==> src/core/gic_pkg.sv <==
// Shared constants, register map and carrier types for the pin interrupt block
package gic_pkg;

  // ****************************************************************
  // Sizes
  // ****************************************************************
  localparam int PIN_COUNT = 32;          // Pins served by the block
  localparam int HALF_W = 16;             // Width of each half register
  localparam int AXI_ADDR_W = 12;         // Register bus address width
  localparam int AXI_DATA_W = 32;         // Register bus data width
  localparam int IDX_LSB = 2;             // Word index starts here
  localparam int IDX_W = AXI_ADDR_W - IDX_LSB; // Decoded index bits
  localparam int SYNC_STAGES = 2;         // Pin synchroniser depth
  localparam int CARRIER_PIN = 15;        // Pin fixed to carrier detect

  // ****************************************************************
  // Register indices (byte address is four times the index)
  // ****************************************************************
  localparam logic [31:0] IDX_LO_PENDING = 32'h0B00_0108; // Status low
  localparam logic [31:0] IDX_HI_PENDING = 32'h0B00_010A; // Status high
  localparam logic [31:0] IDX_LO_ALLOW = 32'h0B00_010C;   // Enable low
  localparam logic [31:0] IDX_HI_ALLOW = 32'h0B00_010E;   // Enable high
  localparam logic [31:0] IDX_LO_TRIG = 32'h0B00_0110;    // Trigger low
  localparam logic [31:0] IDX_HI_TRIG = 32'h0B00_0112;    // Trigger high
  localparam logic [31:0] IDX_LO_LEVEL = 32'h0B00_0114;   // Level low
  localparam logic [31:0] IDX_HI_LEVEL = 32'h0B00_0116;   // Level high
  localparam logic [31:0] IDX_LO_CLEAR = 32'h0B00_011C;   // Clear low
  localparam logic [31:0] IDX_HI_CLEAR = 32'h0B00_011E;   // Clear high

  // ****************************************************************
  // Reset values and encodings
  // ****************************************************************
  localparam logic [15:0] HALF_RESET = 16'h0000;   // All config halves
  localparam logic [31:0] WORD_ZERO = 32'h0000_0000; // Zero word
  localparam logic [1:0] RESP_OKAY = 2'h0;         // Bus answer good
  localparam logic [1:0] RESP_SLVERR = 2'h2;       // Bus answer error
  localparam logic TRIG_EDGE = 1'b1;               // Trigger bit: edge
  localparam logic LEVEL_HIGH = 1'b1;              // Level bit: high

  // ****************************************************************
  // Carrier types
  // ****************************************************************
  // Per-pin interrupt configuration
  typedef struct packed {
    logic [PIN_COUNT-1:0] allow;   // Enable per pin
    logic [PIN_COUNT-1:0] trigger; // 1 edge, 0 level
    logic [PIN_COUNT-1:0] level;   // 1 high, 0 low
  } gic_cfg_type;

  // Write request held between address and data phases
  typedef struct packed {
    logic [IDX_W-1:0] idx;         // Word index
    logic [AXI_DATA_W-1:0] data;   // Write data
    logic [3:0] strb;              // Byte lanes
  } gic_wreq_type;

endpackage : gic_pkg

==> src/core/gic_pin_detect.sv <==
// Pin synchroniser and per-pin trigger evaluation
`timescale 1ns/1ps
module gic_pin_detect
  import gic_pkg::*;
#(
  parameter int WIDTH = PIN_COUNT  // Number of pins
)
(
  input wire logic aclk,                  // System clock
  input wire logic aresetn,               // Synchronous reset, low
  input wire logic [WIDTH-1:0] pin_in,    // Asynchronous pin levels
  input wire logic [WIDTH-1:0] trigger,   // 1 edge, 0 level
  input wire logic [WIDTH-1:0] level,     // 1 high, 0 low
  output logic [WIDTH-1:0] sync_level,    // Synchronised pin level
  output logic [WIDTH-1:0] prev_level,    // Level one cycle earlier
  output logic [WIDTH-1:0] match          // Pin meets its trigger
);

  // Width check
  if (WIDTH < 1)
  begin : g_bad_width
    $error("gic_pin_detect: WIDTH must be at least one");
  end

  // ****************************************************************
  // Per-pin synchroniser and evaluation
  // ****************************************************************
  for (genvar i = 0; i < WIDTH; i++)
  begin : g_pin
    logic meta_reg;   // First stage, read only by second
    logic sync_reg;   // Second stage
    logic prev_reg;   // Previous synchronised level
    logic meta_next;  // Next first stage
    logic sync_next;  // Next second stage
    logic prev_next;  // Next previous level

    // Next values of the chain
    always_comb
    begin
      meta_next = pin_in[i];
      sync_next = meta_reg;
      prev_next = sync_reg;
    end

    // Two flops before any logic looks at the pin
    always_ff @(posedge aclk)
    begin
      if (!aresetn)
      begin
        meta_reg <= 1'b0;
        sync_reg <= 1'b0;
        prev_reg <= 1'b0;
      end
      else
      begin
        meta_reg <= meta_next;
        sync_reg <= sync_next;
        prev_reg <= prev_next;
      end
    end

    assign sync_level[i] = sync_reg;
    assign prev_level[i] = prev_reg;
    // Edge: any change; level: compare to chosen level
    // Level bit plays no part in edge mode
    assign match[i] = (trigger[i] == TRIG_EDGE) ?
                      (sync_reg ^ prev_reg) :
                      (sync_reg == level[i]);
  end
endmodule : gic_pin_detect

==> src/core/gic_irq_config.sv <==
// Pin interrupt configuration, pending flags and register slave
`timescale 1ns/1ps
module gic_irq_config
  import gic_pkg::*;
(
  input wire logic aclk,                      // System clock
  input wire logic aresetn,                   // Synchronous reset, low
  input wire logic [AXI_ADDR_W-1:0] s_awaddr, // Write address
  input wire logic [2:0] s_awprot,            // Write protection
  input wire logic s_awvalid,                 // Write address valid
  output logic s_awready,                     // Write address ready
  input wire logic [AXI_DATA_W-1:0] s_wdata,  // Write data
  input wire logic [3:0] s_wstrb,             // Write byte lanes
  input wire logic s_wvalid,                  // Write data valid
  output logic s_wready,                      // Write data ready
  output logic [1:0] s_bresp,                 // Write response
  output logic s_bvalid,                      // Write response valid
  input wire logic s_bready,                  // Write response ready
  input wire logic [AXI_ADDR_W-1:0] s_araddr, // Read address
  input wire logic [2:0] s_arprot,            // Read protection
  input wire logic s_arvalid,                 // Read address valid
  output logic s_arready,                     // Read address ready
  output logic [AXI_DATA_W-1:0] s_rdata,      // Read data
  output logic [1:0] s_rresp,                 // Read response
  output logic s_rvalid,                      // Read data valid
  input wire logic s_rready,                  // Read data ready
  input wire logic [PIN_COUNT-1:0] pin_in,    // Asynchronous pins
  output logic irq,                           // Level interrupt, high
  output logic carrier_detect_input_n         // Carrier detect, low
);

  // ****************************************************************
  // Declarations
  // ****************************************************************
  gic_cfg_type cfg_reg, cfg_next;               // Configuration
  logic [PIN_COUNT-1:0] pending_reg, pending_next; // Pending flags
  logic irq_reg, irq_next;                      // Interrupt output
  logic carrier_reg, carrier_next;              // Carrier output
  gic_wreq_type wreq_reg, wreq_next;            // Held write
  logic aw_have_reg, aw_have_next;              // Address held
  logic w_have_reg, w_have_next;                // Data held
  logic awready_reg, awready_next;              // Address ready
  logic wready_reg, wready_next;                // Data ready
  logic bvalid_reg, bvalid_next;                // Response valid
  logic [1:0] bresp_reg, bresp_next;            // Response code
  logic arready_reg, arready_next;              // Read ready
  logic rvalid_reg, rvalid_next;                // Read valid
  logic [1:0] rresp_reg, rresp_next;            // Read code
  logic [AXI_DATA_W-1:0] rdata_reg, rdata_next; // Read data
  logic wr_fire;                                // Write executes
  logic [PIN_COUNT-1:0] clr_vec;                // Bits to clear
  logic [PIN_COUNT-1:0] hit_vec;                // Enabled matches
  logic [PIN_COUNT-1:0] sync_level;             // Synchronised pins
  logic [PIN_COUNT-1:0] prev_level;             // Previous levels
  logic [PIN_COUNT-1:0] match;                  // Trigger matches
  logic [IDX_W-1:0] rd_idx;                     // Read word index

  // Index slices used by the decoders
  localparam logic [IDX_W-1:0] I_LO_PEND = IDX_LO_PENDING[IDX_W-1:0];
  localparam logic [IDX_W-1:0] I_HI_PEND = IDX_HI_PENDING[IDX_W-1:0];
  localparam logic [IDX_W-1:0] I_LO_ALLOW = IDX_LO_ALLOW[IDX_W-1:0];
  localparam logic [IDX_W-1:0] I_HI_ALLOW = IDX_HI_ALLOW[IDX_W-1:0];
  localparam logic [IDX_W-1:0] I_LO_TRIG = IDX_LO_TRIG[IDX_W-1:0];
  localparam logic [IDX_W-1:0] I_HI_TRIG = IDX_HI_TRIG[IDX_W-1:0];
  localparam logic [IDX_W-1:0] I_LO_LEVEL = IDX_LO_LEVEL[IDX_W-1:0];
  localparam logic [IDX_W-1:0] I_HI_LEVEL = IDX_HI_LEVEL[IDX_W-1:0];
  localparam logic [IDX_W-1:0] I_LO_CLEAR = IDX_LO_CLEAR[IDX_W-1:0];
  localparam logic [IDX_W-1:0] I_HI_CLEAR = IDX_HI_CLEAR[IDX_W-1:0];

  // Merge the two low byte lanes into a half register
  function automatic logic [HALF_W-1:0] merge_half(
    input logic [HALF_W-1:0] old_val,
    input logic [AXI_DATA_W-1:0] data,
    input logic [3:0] strb);
    logic [HALF_W-1:0] res;
    res = old_val;
    if (strb[0])
      res[7:0] = data[7:0];
    if (strb[1])
      res[15:8] = data[15:8];
    return res;
  endfunction : merge_half

  // ****************************************************************
  // Pin detection
  // ****************************************************************
  gic_pin_detect #(
    .WIDTH(PIN_COUNT)
  ) u_detect (
    .aclk(aclk),
    .aresetn(aresetn),
    .pin_in(pin_in),
    .trigger(cfg_reg.trigger),
    .level(cfg_reg.level),
    .sync_level(sync_level),
    .prev_level(prev_level),
    .match(match)
  );

  // Only enabled pins count their matches
  assign hit_vec = cfg_reg.allow & match;

  // ****************************************************************
  // Write channel
  // ****************************************************************
  assign wr_fire = aw_have_reg && w_have_reg && !bvalid_reg;

  // Takes address and data in either order, answers after both
  always_comb
  begin
    aw_have_next = aw_have_reg;
    w_have_next = w_have_reg;
    wreq_next = wreq_reg;
    bvalid_next = bvalid_reg;
    bresp_next = bresp_reg;
    // Address taken
    if (s_awvalid && awready_reg)
    begin
      aw_have_next = 1'b1;
      wreq_next.idx = s_awaddr[AXI_ADDR_W-1:IDX_LSB];
    end
    // Data taken
    if (s_wvalid && wready_reg)
    begin
      w_have_next = 1'b1;
      wreq_next.data = s_wdata;
      wreq_next.strb = s_wstrb;
    end
    // Write executes, response raised
    if (wr_fire)
    begin
      aw_have_next = 1'b0;
      w_have_next = 1'b0;
      bvalid_next = 1'b1;
      case (wreq_reg.idx)
        I_LO_PEND, I_HI_PEND, I_LO_ALLOW, I_HI_ALLOW, I_LO_TRIG,
        I_HI_TRIG, I_LO_LEVEL, I_HI_LEVEL, I_LO_CLEAR, I_HI_CLEAR:
          bresp_next = RESP_OKAY;
        default:
          bresp_next = RESP_SLVERR;
      endcase
    end
    // Response accepted
    else if (bvalid_reg && s_bready)
    begin
      bvalid_next = 1'b0;
    end
    awready_next = !aw_have_next;
    wready_next = !w_have_next;
  end

  // ****************************************************************
  // Configuration and clear decode
  // ****************************************************************
  always_comb
  begin
    cfg_next = cfg_reg;
    clr_vec = WORD_ZERO;
    if (wr_fire)
    begin
      case (wreq_reg.idx)
        // Lower enables
        I_LO_ALLOW: cfg_next.allow[15:0] = merge_half(
          cfg_reg.allow[15:0], wreq_reg.data, wreq_reg.strb);
        // Upper enables
        I_HI_ALLOW: cfg_next.allow[31:16] = merge_half(
          cfg_reg.allow[31:16], wreq_reg.data, wreq_reg.strb);
        // Lower trigger select
        I_LO_TRIG: cfg_next.trigger[15:0] = merge_half(
          cfg_reg.trigger[15:0], wreq_reg.data, wreq_reg.strb);
        // Upper trigger select
        I_HI_TRIG: cfg_next.trigger[31:16] = merge_half(
          cfg_reg.trigger[31:16], wreq_reg.data, wreq_reg.strb);
        // Lower active level
        I_LO_LEVEL: cfg_next.level[15:0] = merge_half(
          cfg_reg.level[15:0], wreq_reg.data, wreq_reg.strb);
        // Upper active level
        I_HI_LEVEL: cfg_next.level[31:16] = merge_half(
          cfg_reg.level[31:16], wreq_reg.data, wreq_reg.strb);
        // Write one to clear pending flags
        I_LO_CLEAR: clr_vec[15:0] = merge_half(
          HALF_RESET, wreq_reg.data, wreq_reg.strb);
        I_HI_CLEAR: clr_vec[31:16] = merge_half(
          HALF_RESET, wreq_reg.data, wreq_reg.strb);
        // Status and unmapped writes change nothing
        default: cfg_next = cfg_reg;
      endcase
    end
  end

  // ****************************************************************
  // Pending flags, interrupt and carrier detect
  // ****************************************************************
  always_comb
  begin
    // New match wins over a clear in the same cycle
    pending_next = (pending_reg & ~clr_vec) | hit_vec;
    // Interrupt while an enabled flag stands
    irq_next = |(pending_reg & cfg_reg.allow);
    // Pin fifteen always feeds carrier detect
    carrier_next = sync_level[CARRIER_PIN];
  end

  // ****************************************************************
  // Read channel
  // ****************************************************************
  assign rd_idx = s_araddr[AXI_ADDR_W-1:IDX_LSB];

  // One read at a time, answered the cycle after the address
  always_comb
  begin
    rvalid_next = rvalid_reg;
    rdata_next = rdata_reg;
    rresp_next = rresp_reg;
    if (s_arvalid && arready_reg)
    begin
      rvalid_next = 1'b1;
      rresp_next = RESP_OKAY;
      rdata_next = WORD_ZERO;
      case (rd_idx)
        I_LO_PEND: rdata_next[15:0] = pending_reg[15:0];
        I_HI_PEND: rdata_next[15:0] = pending_reg[31:16];
        I_LO_ALLOW: rdata_next[15:0] = cfg_reg.allow[15:0];
        I_HI_ALLOW: rdata_next[15:0] = cfg_reg.allow[31:16];
        I_LO_TRIG: rdata_next[15:0] = cfg_reg.trigger[15:0];
        I_HI_TRIG: rdata_next[15:0] = cfg_reg.trigger[31:16];
        I_LO_LEVEL: rdata_next[15:0] = cfg_reg.level[15:0];
        I_HI_LEVEL: rdata_next[15:0] = cfg_reg.level[31:16];
        // Clear registers read as zero
        I_LO_CLEAR, I_HI_CLEAR: rdata_next = WORD_ZERO;
        default: rresp_next = RESP_SLVERR;
      endcase
    end
    else if (rvalid_reg && s_rready)
    begin
      rvalid_next = 1'b0;
    end
    arready_next = !rvalid_next;
  end

  // ****************************************************************
  // State registers
  // ****************************************************************
  always_ff @(posedge aclk)
  begin
    if (!aresetn)
    begin
      cfg_reg <= '{allow: WORD_ZERO, trigger: WORD_ZERO,
                   level: WORD_ZERO};
      pending_reg <= WORD_ZERO;
      irq_reg <= 1'b0;
      carrier_reg <= 1'b0;
      wreq_reg <= '{idx: '0, data: WORD_ZERO, strb: 4'h0};
      aw_have_reg <= 1'b0;
      w_have_reg <= 1'b0;
      awready_reg <= 1'b0;
      wready_reg <= 1'b0;
      bvalid_reg <= 1'b0;
      bresp_reg <= RESP_OKAY;
      arready_reg <= 1'b0;
      rvalid_reg <= 1'b0;
      rresp_reg <= RESP_OKAY;
      rdata_reg <= WORD_ZERO;
    end
    else
    begin
      cfg_reg <= cfg_next;
      pending_reg <= pending_next;
      irq_reg <= irq_next;
      carrier_reg <= carrier_next;
      wreq_reg <= wreq_next;
      aw_have_reg <= aw_have_next;
      w_have_reg <= w_have_next;
      awready_reg <= awready_next;
      wready_reg <= wready_next;
      bvalid_reg <= bvalid_next;
      bresp_reg <= bresp_next;
      arready_reg <= arready_next;
      rvalid_reg <= rvalid_next;
      rresp_reg <= rresp_next;
      rdata_reg <= rdata_next;
    end
  end

  // Outputs straight from flops
  assign s_awready = awready_reg;
  assign s_wready = wready_reg;
  assign s_bvalid = bvalid_reg;
  assign s_bresp = bresp_reg;
  assign s_arready = arready_reg;
  assign s_rvalid = rvalid_reg;
  assign s_rresp = rresp_reg;
  assign s_rdata = rdata_reg;
  assign irq = irq_reg;
  assign carrier_detect_input_n = carrier_reg;
endmodule : gic_irq_config

==> config.mk <==
export PLATFORM = sky130hd
export DESIGN_NAME = gic_irq_config
export DESIGN_NICKNAME = d
export VERILOG_FILES = /design/src/core/gic_pkg.sv /design/src/core/gic_pin_detect.sv /design/src/core/gic_irq_config.sv
export SDC_FILE = /design/constraint.sdc
export NUM_CORES = 1
export LEC_CHECK = 0
export BUFFER_PORTS_ARGS = -buffer_cell sky130_fd_sc_hd__buf_4
export CORE_AREA = 2 2 140 142
export DETAILED_ROUTE_END_ITERATION = 7
export DIE_AREA = 0 0 142 144
export GPL_TIMING_DRIVEN = 0
export PLACE_DENSITY = 0.81
export SLEW_MARGIN = 25
export SYNTH_ARGS = -nofsm -noshare
export SYNTH_HDL_FRONTEND = slang
export SYNTH_SLANG_ARGS = --single-unit
==> constraint.sdc <==
create_clock -name aclk -period 2.5 [get_ports aclk]
set_input_delay 0.125 -clock aclk [delete_from_list [all_inputs] [get_ports aclk]]
set_output_delay 0.125 -clock aclk [all_outputs]
set_load 0.02 [all_outputs]
# After elaboration in Yosys (flattened, before gate mapping)
# Cells that the tools add are included.
# totals
ff_bits	280
# classes
eq_ne	52
mux	48
bitwise_logic	37
n_reduce_logical	27
# op_table
op	count
$eq A10 B9 Y1 const B	20
$pmux W16 S8	1
$and A32 B32 Y32	3
$mux W1	40
$reduce_and A3 Y1	12
$eq A1 B1 Y1	32
$mux W16	2
$mux W32	1
$not A32 Y32	1
$or A32 B32 Y32	1
$reduce_or A32 Y1	1
$xor A1 B1 Y1	32
$reduce_or A10 Y1	2
$mux W8	2
$logic_and A1 B1 Y1	7
$logic_not A1 Y1	4
$mux W2	2
$reduce_bool A2 Y1	1

# Logic depth before layout (Yosys ltp)
# depth
word_depth	6
ltp_mapped	7
ltp_nobuf	4

# Cells and area by module
# From an unflattened synthesis, not the netlist that was laid out.
# hier_totals
cells_unflattened	1266
area_unflattened_um2	11820.1
# by_module_without_submodules
mod	instances	cells_each	area_per_inst_um2	seq_area_each_um2
gic_irq_config	1	904	8175.3	3663.5
gic_pin_detect	1	362	3644.7	1921.8

# Worst setup path before layout
# OpenSTA, ideal clock, no wires.
# synth_path
kind	register to register
start	reg bvalid_reg (netlist: s_bvalid)
end	reg pending_reg[16]
setup_time_ns	0.116
arrival_ns	1.519
setup_slack_ns	0.865
stages_incl_launch_ff	8
path_buffers	3
synth_period_minus_slack_ns	1.635
cell_sequence	dfxtp_1 -> and4b_1 -> clkbuf_1 -> and2_1 -> buf_4 -> buf_4 -> a31oi_1 -> a31o_2
# synth_between
elab_chain_cells	6
# synth_lines
element	line	source
start: declaration	gic_irq_config.sv:44	logic bvalid_reg, bvalid_next;
start signal: assignment	gic_irq_config.sv:276	bvalid_reg <= bvalid_next;
$logic_not A1 Y1	gic_irq_config.sv:106	assign wr_fire = aw_have_reg && w_have_reg && !bvalid_reg;
$logic_and A1 B1 Y1	gic_irq_config.sv:106	
$mux W32	gic_irq_config.sv:159	if (wr_fire)
$not A32 Y32	gic_irq_config.sv:197	pending_next = (pending_reg & ~clr_vec) | hit_vec;
$and A32 B32 Y32	gic_irq_config.sv:197	
$or A32 B32 Y32	gic_irq_config.sv:197	
end signal: assignment	gic_irq_config.sv:268	pending_reg <= pending_next;
end: declaration	gic_irq_config.sv:36	logic [PIN_COUNT-1:0] pending_reg, pending_next;
# Every way passes these cells.
# A chain may end at the register's enable or synchronous reset.

# Worst setup path in the final report
# layout_path
start	reg wreq_reg[41] (netlist name)
end	reg cfg_reg[30] (netlist name)
# layout_between
elab_chain_cells	2
# layout_lines
element	line	source
start: declaration	gic_irq_config.sv:39	gic_wreq_type wreq_reg, wreq_next;
start signal: assignment	gic_irq_config.sv:253	wreq_reg <= '{idx: '0, data: WORD_ZERO, strb: 4'h0};
start signal: assignment	gic_irq_config.sv:271	wreq_reg <= wreq_next;
$eq A10 B9 Y1	gic_irq_config.sv:161	case (wreq_reg.idx)
$reduce_and A3 Y1 (no source line)	-	
end signal: assignment	gic_irq_config.sv:248	cfg_reg <= '{allow: WORD_ZERO, trigger: WORD_ZERO,
end signal: assignment	gic_irq_config.sv:267	cfg_reg <= cfg_next;
end: declaration	gic_irq_config.sv:35	gic_cfg_type cfg_reg, cfg_next;
# Every way passes these cells.

==> results.sh <==
export IMPL_status="completed"
export IMPL_multi_input_area_um2=5130
export IMPL_final_common_cell="dfxtp_1"
export IMPL_die_area_um2=20400
export IMPL_area_growth_synth_to_final_pct=24.1
export IMPL_hold_viol=0
export IMPL_drive_gt1_share_pct=18.9
export IMPL_ys_flop_type="dfxtp_1"
export IMPL_min_period_ns=2.25
export IMPL_initial_utilization_pct=58.4
export IMPL_skew_ns=0.0104
export IMPL_met3_length_um=3070
export IMPL_clk_pin_slew_ns=0.07
export IMPL_fin_cells=1632
export IMPL_gp_congestion=0.990
export IMPL_crit_type="flip-flop to flip-flop"
export IMPL_grt_setup_unrepaired="false"
export IMPL_setup_viol=0
export IMPL_detail_route_antenna_nets=0
export IMPL_register_area_um2=5570
export IMPL_die_w_um=142
export IMPL_final_cell_mix="278 x dfxtp_1, 129 x nand2_1, 123 x buf_4"
export IMPL_core_area_um2=19100
export IMPL_clk_latency_ns=0.54
export IMPL_synth_edff_count=0
export IMPL_synth_seq_cells=278
export IMPL_slowest_delay_ns=0.60
export IMPL_fill_cells=1379
export IMPL_endpoint_kind="flip-flop"
export IMPL_maxSlewViolCount=0
export IMPL_syn_inst=1161
export IMPL_grt_max_degree=16
export IMPL_max_cap_viol_count=0
export IMPL_crit_required_ns=2.89
export IMPL_wl_met2_um=15900
export IMPL_cts_sinks=278
export IMPL_yosysWarnings=0
export IMPL_cts_buffer_depth=3
export IMPL_track_usage_pct=34.0
export IMPL_irDropWorstVdd_uv=551
export IMPL_htree_levels=1
export IMPL_drt_initial_drc_count=957
export IMPL_grt_pass1_vias=9470
export IMPL_rows=51
export IMPL_dr_pass1_iters=6
export IMPL_numCtsBuffers=27
export IMPL_fin_crit_sh_pct=89.8
export IMPL_cts_root_buf="clkbuf_16"
export IMPL_synthesis_area_um2=11100
export IMPL_grt_overflow_total=0
export IMPL_arrival_ns=2.64
export IMPL_die_y_um=144
export IMPL_fmax_mhz=445
export IMPL_yosysSeqAreaShare_pct=50.0
export IMPL_num_nets_final=1478
export IMPL_drc=0
export IMPL_vias=9870
export IMPL_drt_met1_wl_um=13400
export IMPL_cts_tree="built"
export IMPL_crit_path_top_delay_cell="nor4b_4"
export IMPL_tightest_slew_ns=0.894
export IMPL_wl_um=34400
export IMPL_numPlacedInstances=1515
export IMPL_diodes=0
export IMPL_powerDensity_nw_per_um2=677
export IMPL_setup_tns_final_ns=0
export IMPL_fin_util_pct=72.4
export IMPL_place_hpwl_um=23800
export IMPL_pin_count=148
export IMPL_io_buffers=99
export IMPL_leakage_nw=5.17
export IMPL_synth_cell_types=40
export IMPL_antenna_found_initial=1
export IMPL_grt_first_pass_wirelength_um=52900
export IMPL_crit_fanout=10
export IMPL_async_reset_ff_share_pct=0
export IMPL_wl_per_cell_um=21.1
export IMPL_synth_area_per_cell_um2=9.59
export IMPL_largest_reg_flops=96
export IMPL_r2r_slack_ns=0.25
export IMPL_hold_class="input pin to flip-flop"
export IMPL_viasPerCell=6.05
export IMPL_slew_headroom_pct=40.4
export IMPL_cp_start_kind="flip-flop"
export IMPL_post_cts_setup_buffers=0
export IMPL_routed_top_layer="met4"
export IMPL_crit_chain="nor4b_4 -> nand4_1 -> clkbuf_1 -> nand3_1 -> o21ai_0"
## worst paths after layout
check | startpoint | end | depth (start not counted)
max | wreq_reg[41] | cfg_reg[30] | 5
min | s_arvalid | s_arready | 3
max reg2reg | wreq_reg[41] | cfg_reg[30] | 5
min reg2reg | u_detect.g_pin[2].meta_reg | u_detect.g_pin[2].prev_next | 1
## report_power, final
group          switching, mW  internal [mW]  total, mW
Combinational          0.315          0.291      0.606
Clock                   1.73           2.42       4.15
Sequential            0.0778           4.52       4.60
Total                   2.13           7.24       9.36
## stage by stage
stage / power, mW / setup slack, ns / hold slack, ns / area (um^2)
2_1_floorplan: 4.96 / 0.865 / 0.252 / 11200
5_1_grt: 9.57 / 0.122 / 0.0488 / 13800
4_1_cts: 9.33 / 0.129 / 0.0121 / 13800
3_5_place_dp: 5.20 / 0.142 / 0.335 / 12200
3_3_place_gp: 5.19 / 0.222 / 0.333 / 12200
6_report: 9.36 / 0.255 / 0.00957 / 13800
## logic make-up (layout without fill, tap and decap cells)
kind of cell,Yosys count,count (layout),share of synthesized area [%]
muxes,32,32,6.47
and+or+nand+nor,405,405,18.4
buffers and inverters,103,319,4.55
xor gates and xnor gates,33,33,2.60
DFF,278,278,50.0
AOI/OAI and AO/OA,309,309,17.9
other,1,18,0.0337
## routing by layer
layer	track usage (%)	up-vias
met5	0	-
met4	18.1	0
met3	6.56	152
met2	55.7	559
met1	42.8	4656
li1	-	4503
## cell type report
type,count,share of cell area [%]
clock inverter,14,1.10
clock buffer,36,5.42
buffer,103,3.67
multi-input combinational,797,37.2
sequential,278,40.3
tap,238,2.15
timing repair buffer,166,10.2
## repair_timing
item,4_1_cts,5_1_grt
endpoints found under the hold margin,65,0
hold buffers,67,0
gates resized for setup,0,1
endpoints found under the setup margin,0,25
## synth_stat cells, drive strengths merged, types with 2 or more instances
master / instances / area (um^2)
dfxtp: 278 / 5570
nand2: 129 / 484
o21ai: 114 / 608
and2: 103 / 644
nand3: 97 / 485
a21boi: 62 / 465
clkbuf: 59 / 224
buf: 44 / 283
nor2: 41 / 154
a31oi: 33 / 206
xnor2: 33 / 289
a21oi: 32 / 160
a22oi: 32 / 240
a31o: 32 / 280
mux4: 32 / 721
nand4: 12 / 75.1
and4b: 4 / 40.0
nor4b: 4 / 56.3
nand2b: 3 / 18.8
and3: 2 / 12.5
and4bb: 2 / 25.0
nand3b: 2 / 15.0
nor4: 2 / 12.5
o21a: 2 / 15.0
## critical path, delay by kind of cell (launching register included)
family	cells	cell delay, ns
DFF	1	0.35
and+or+nand+nor	3	1.26
AOI/OAI and AO/OA	1	0.12
buffers and inverters	1	0.35
Power figures use the tool's default switching activity.
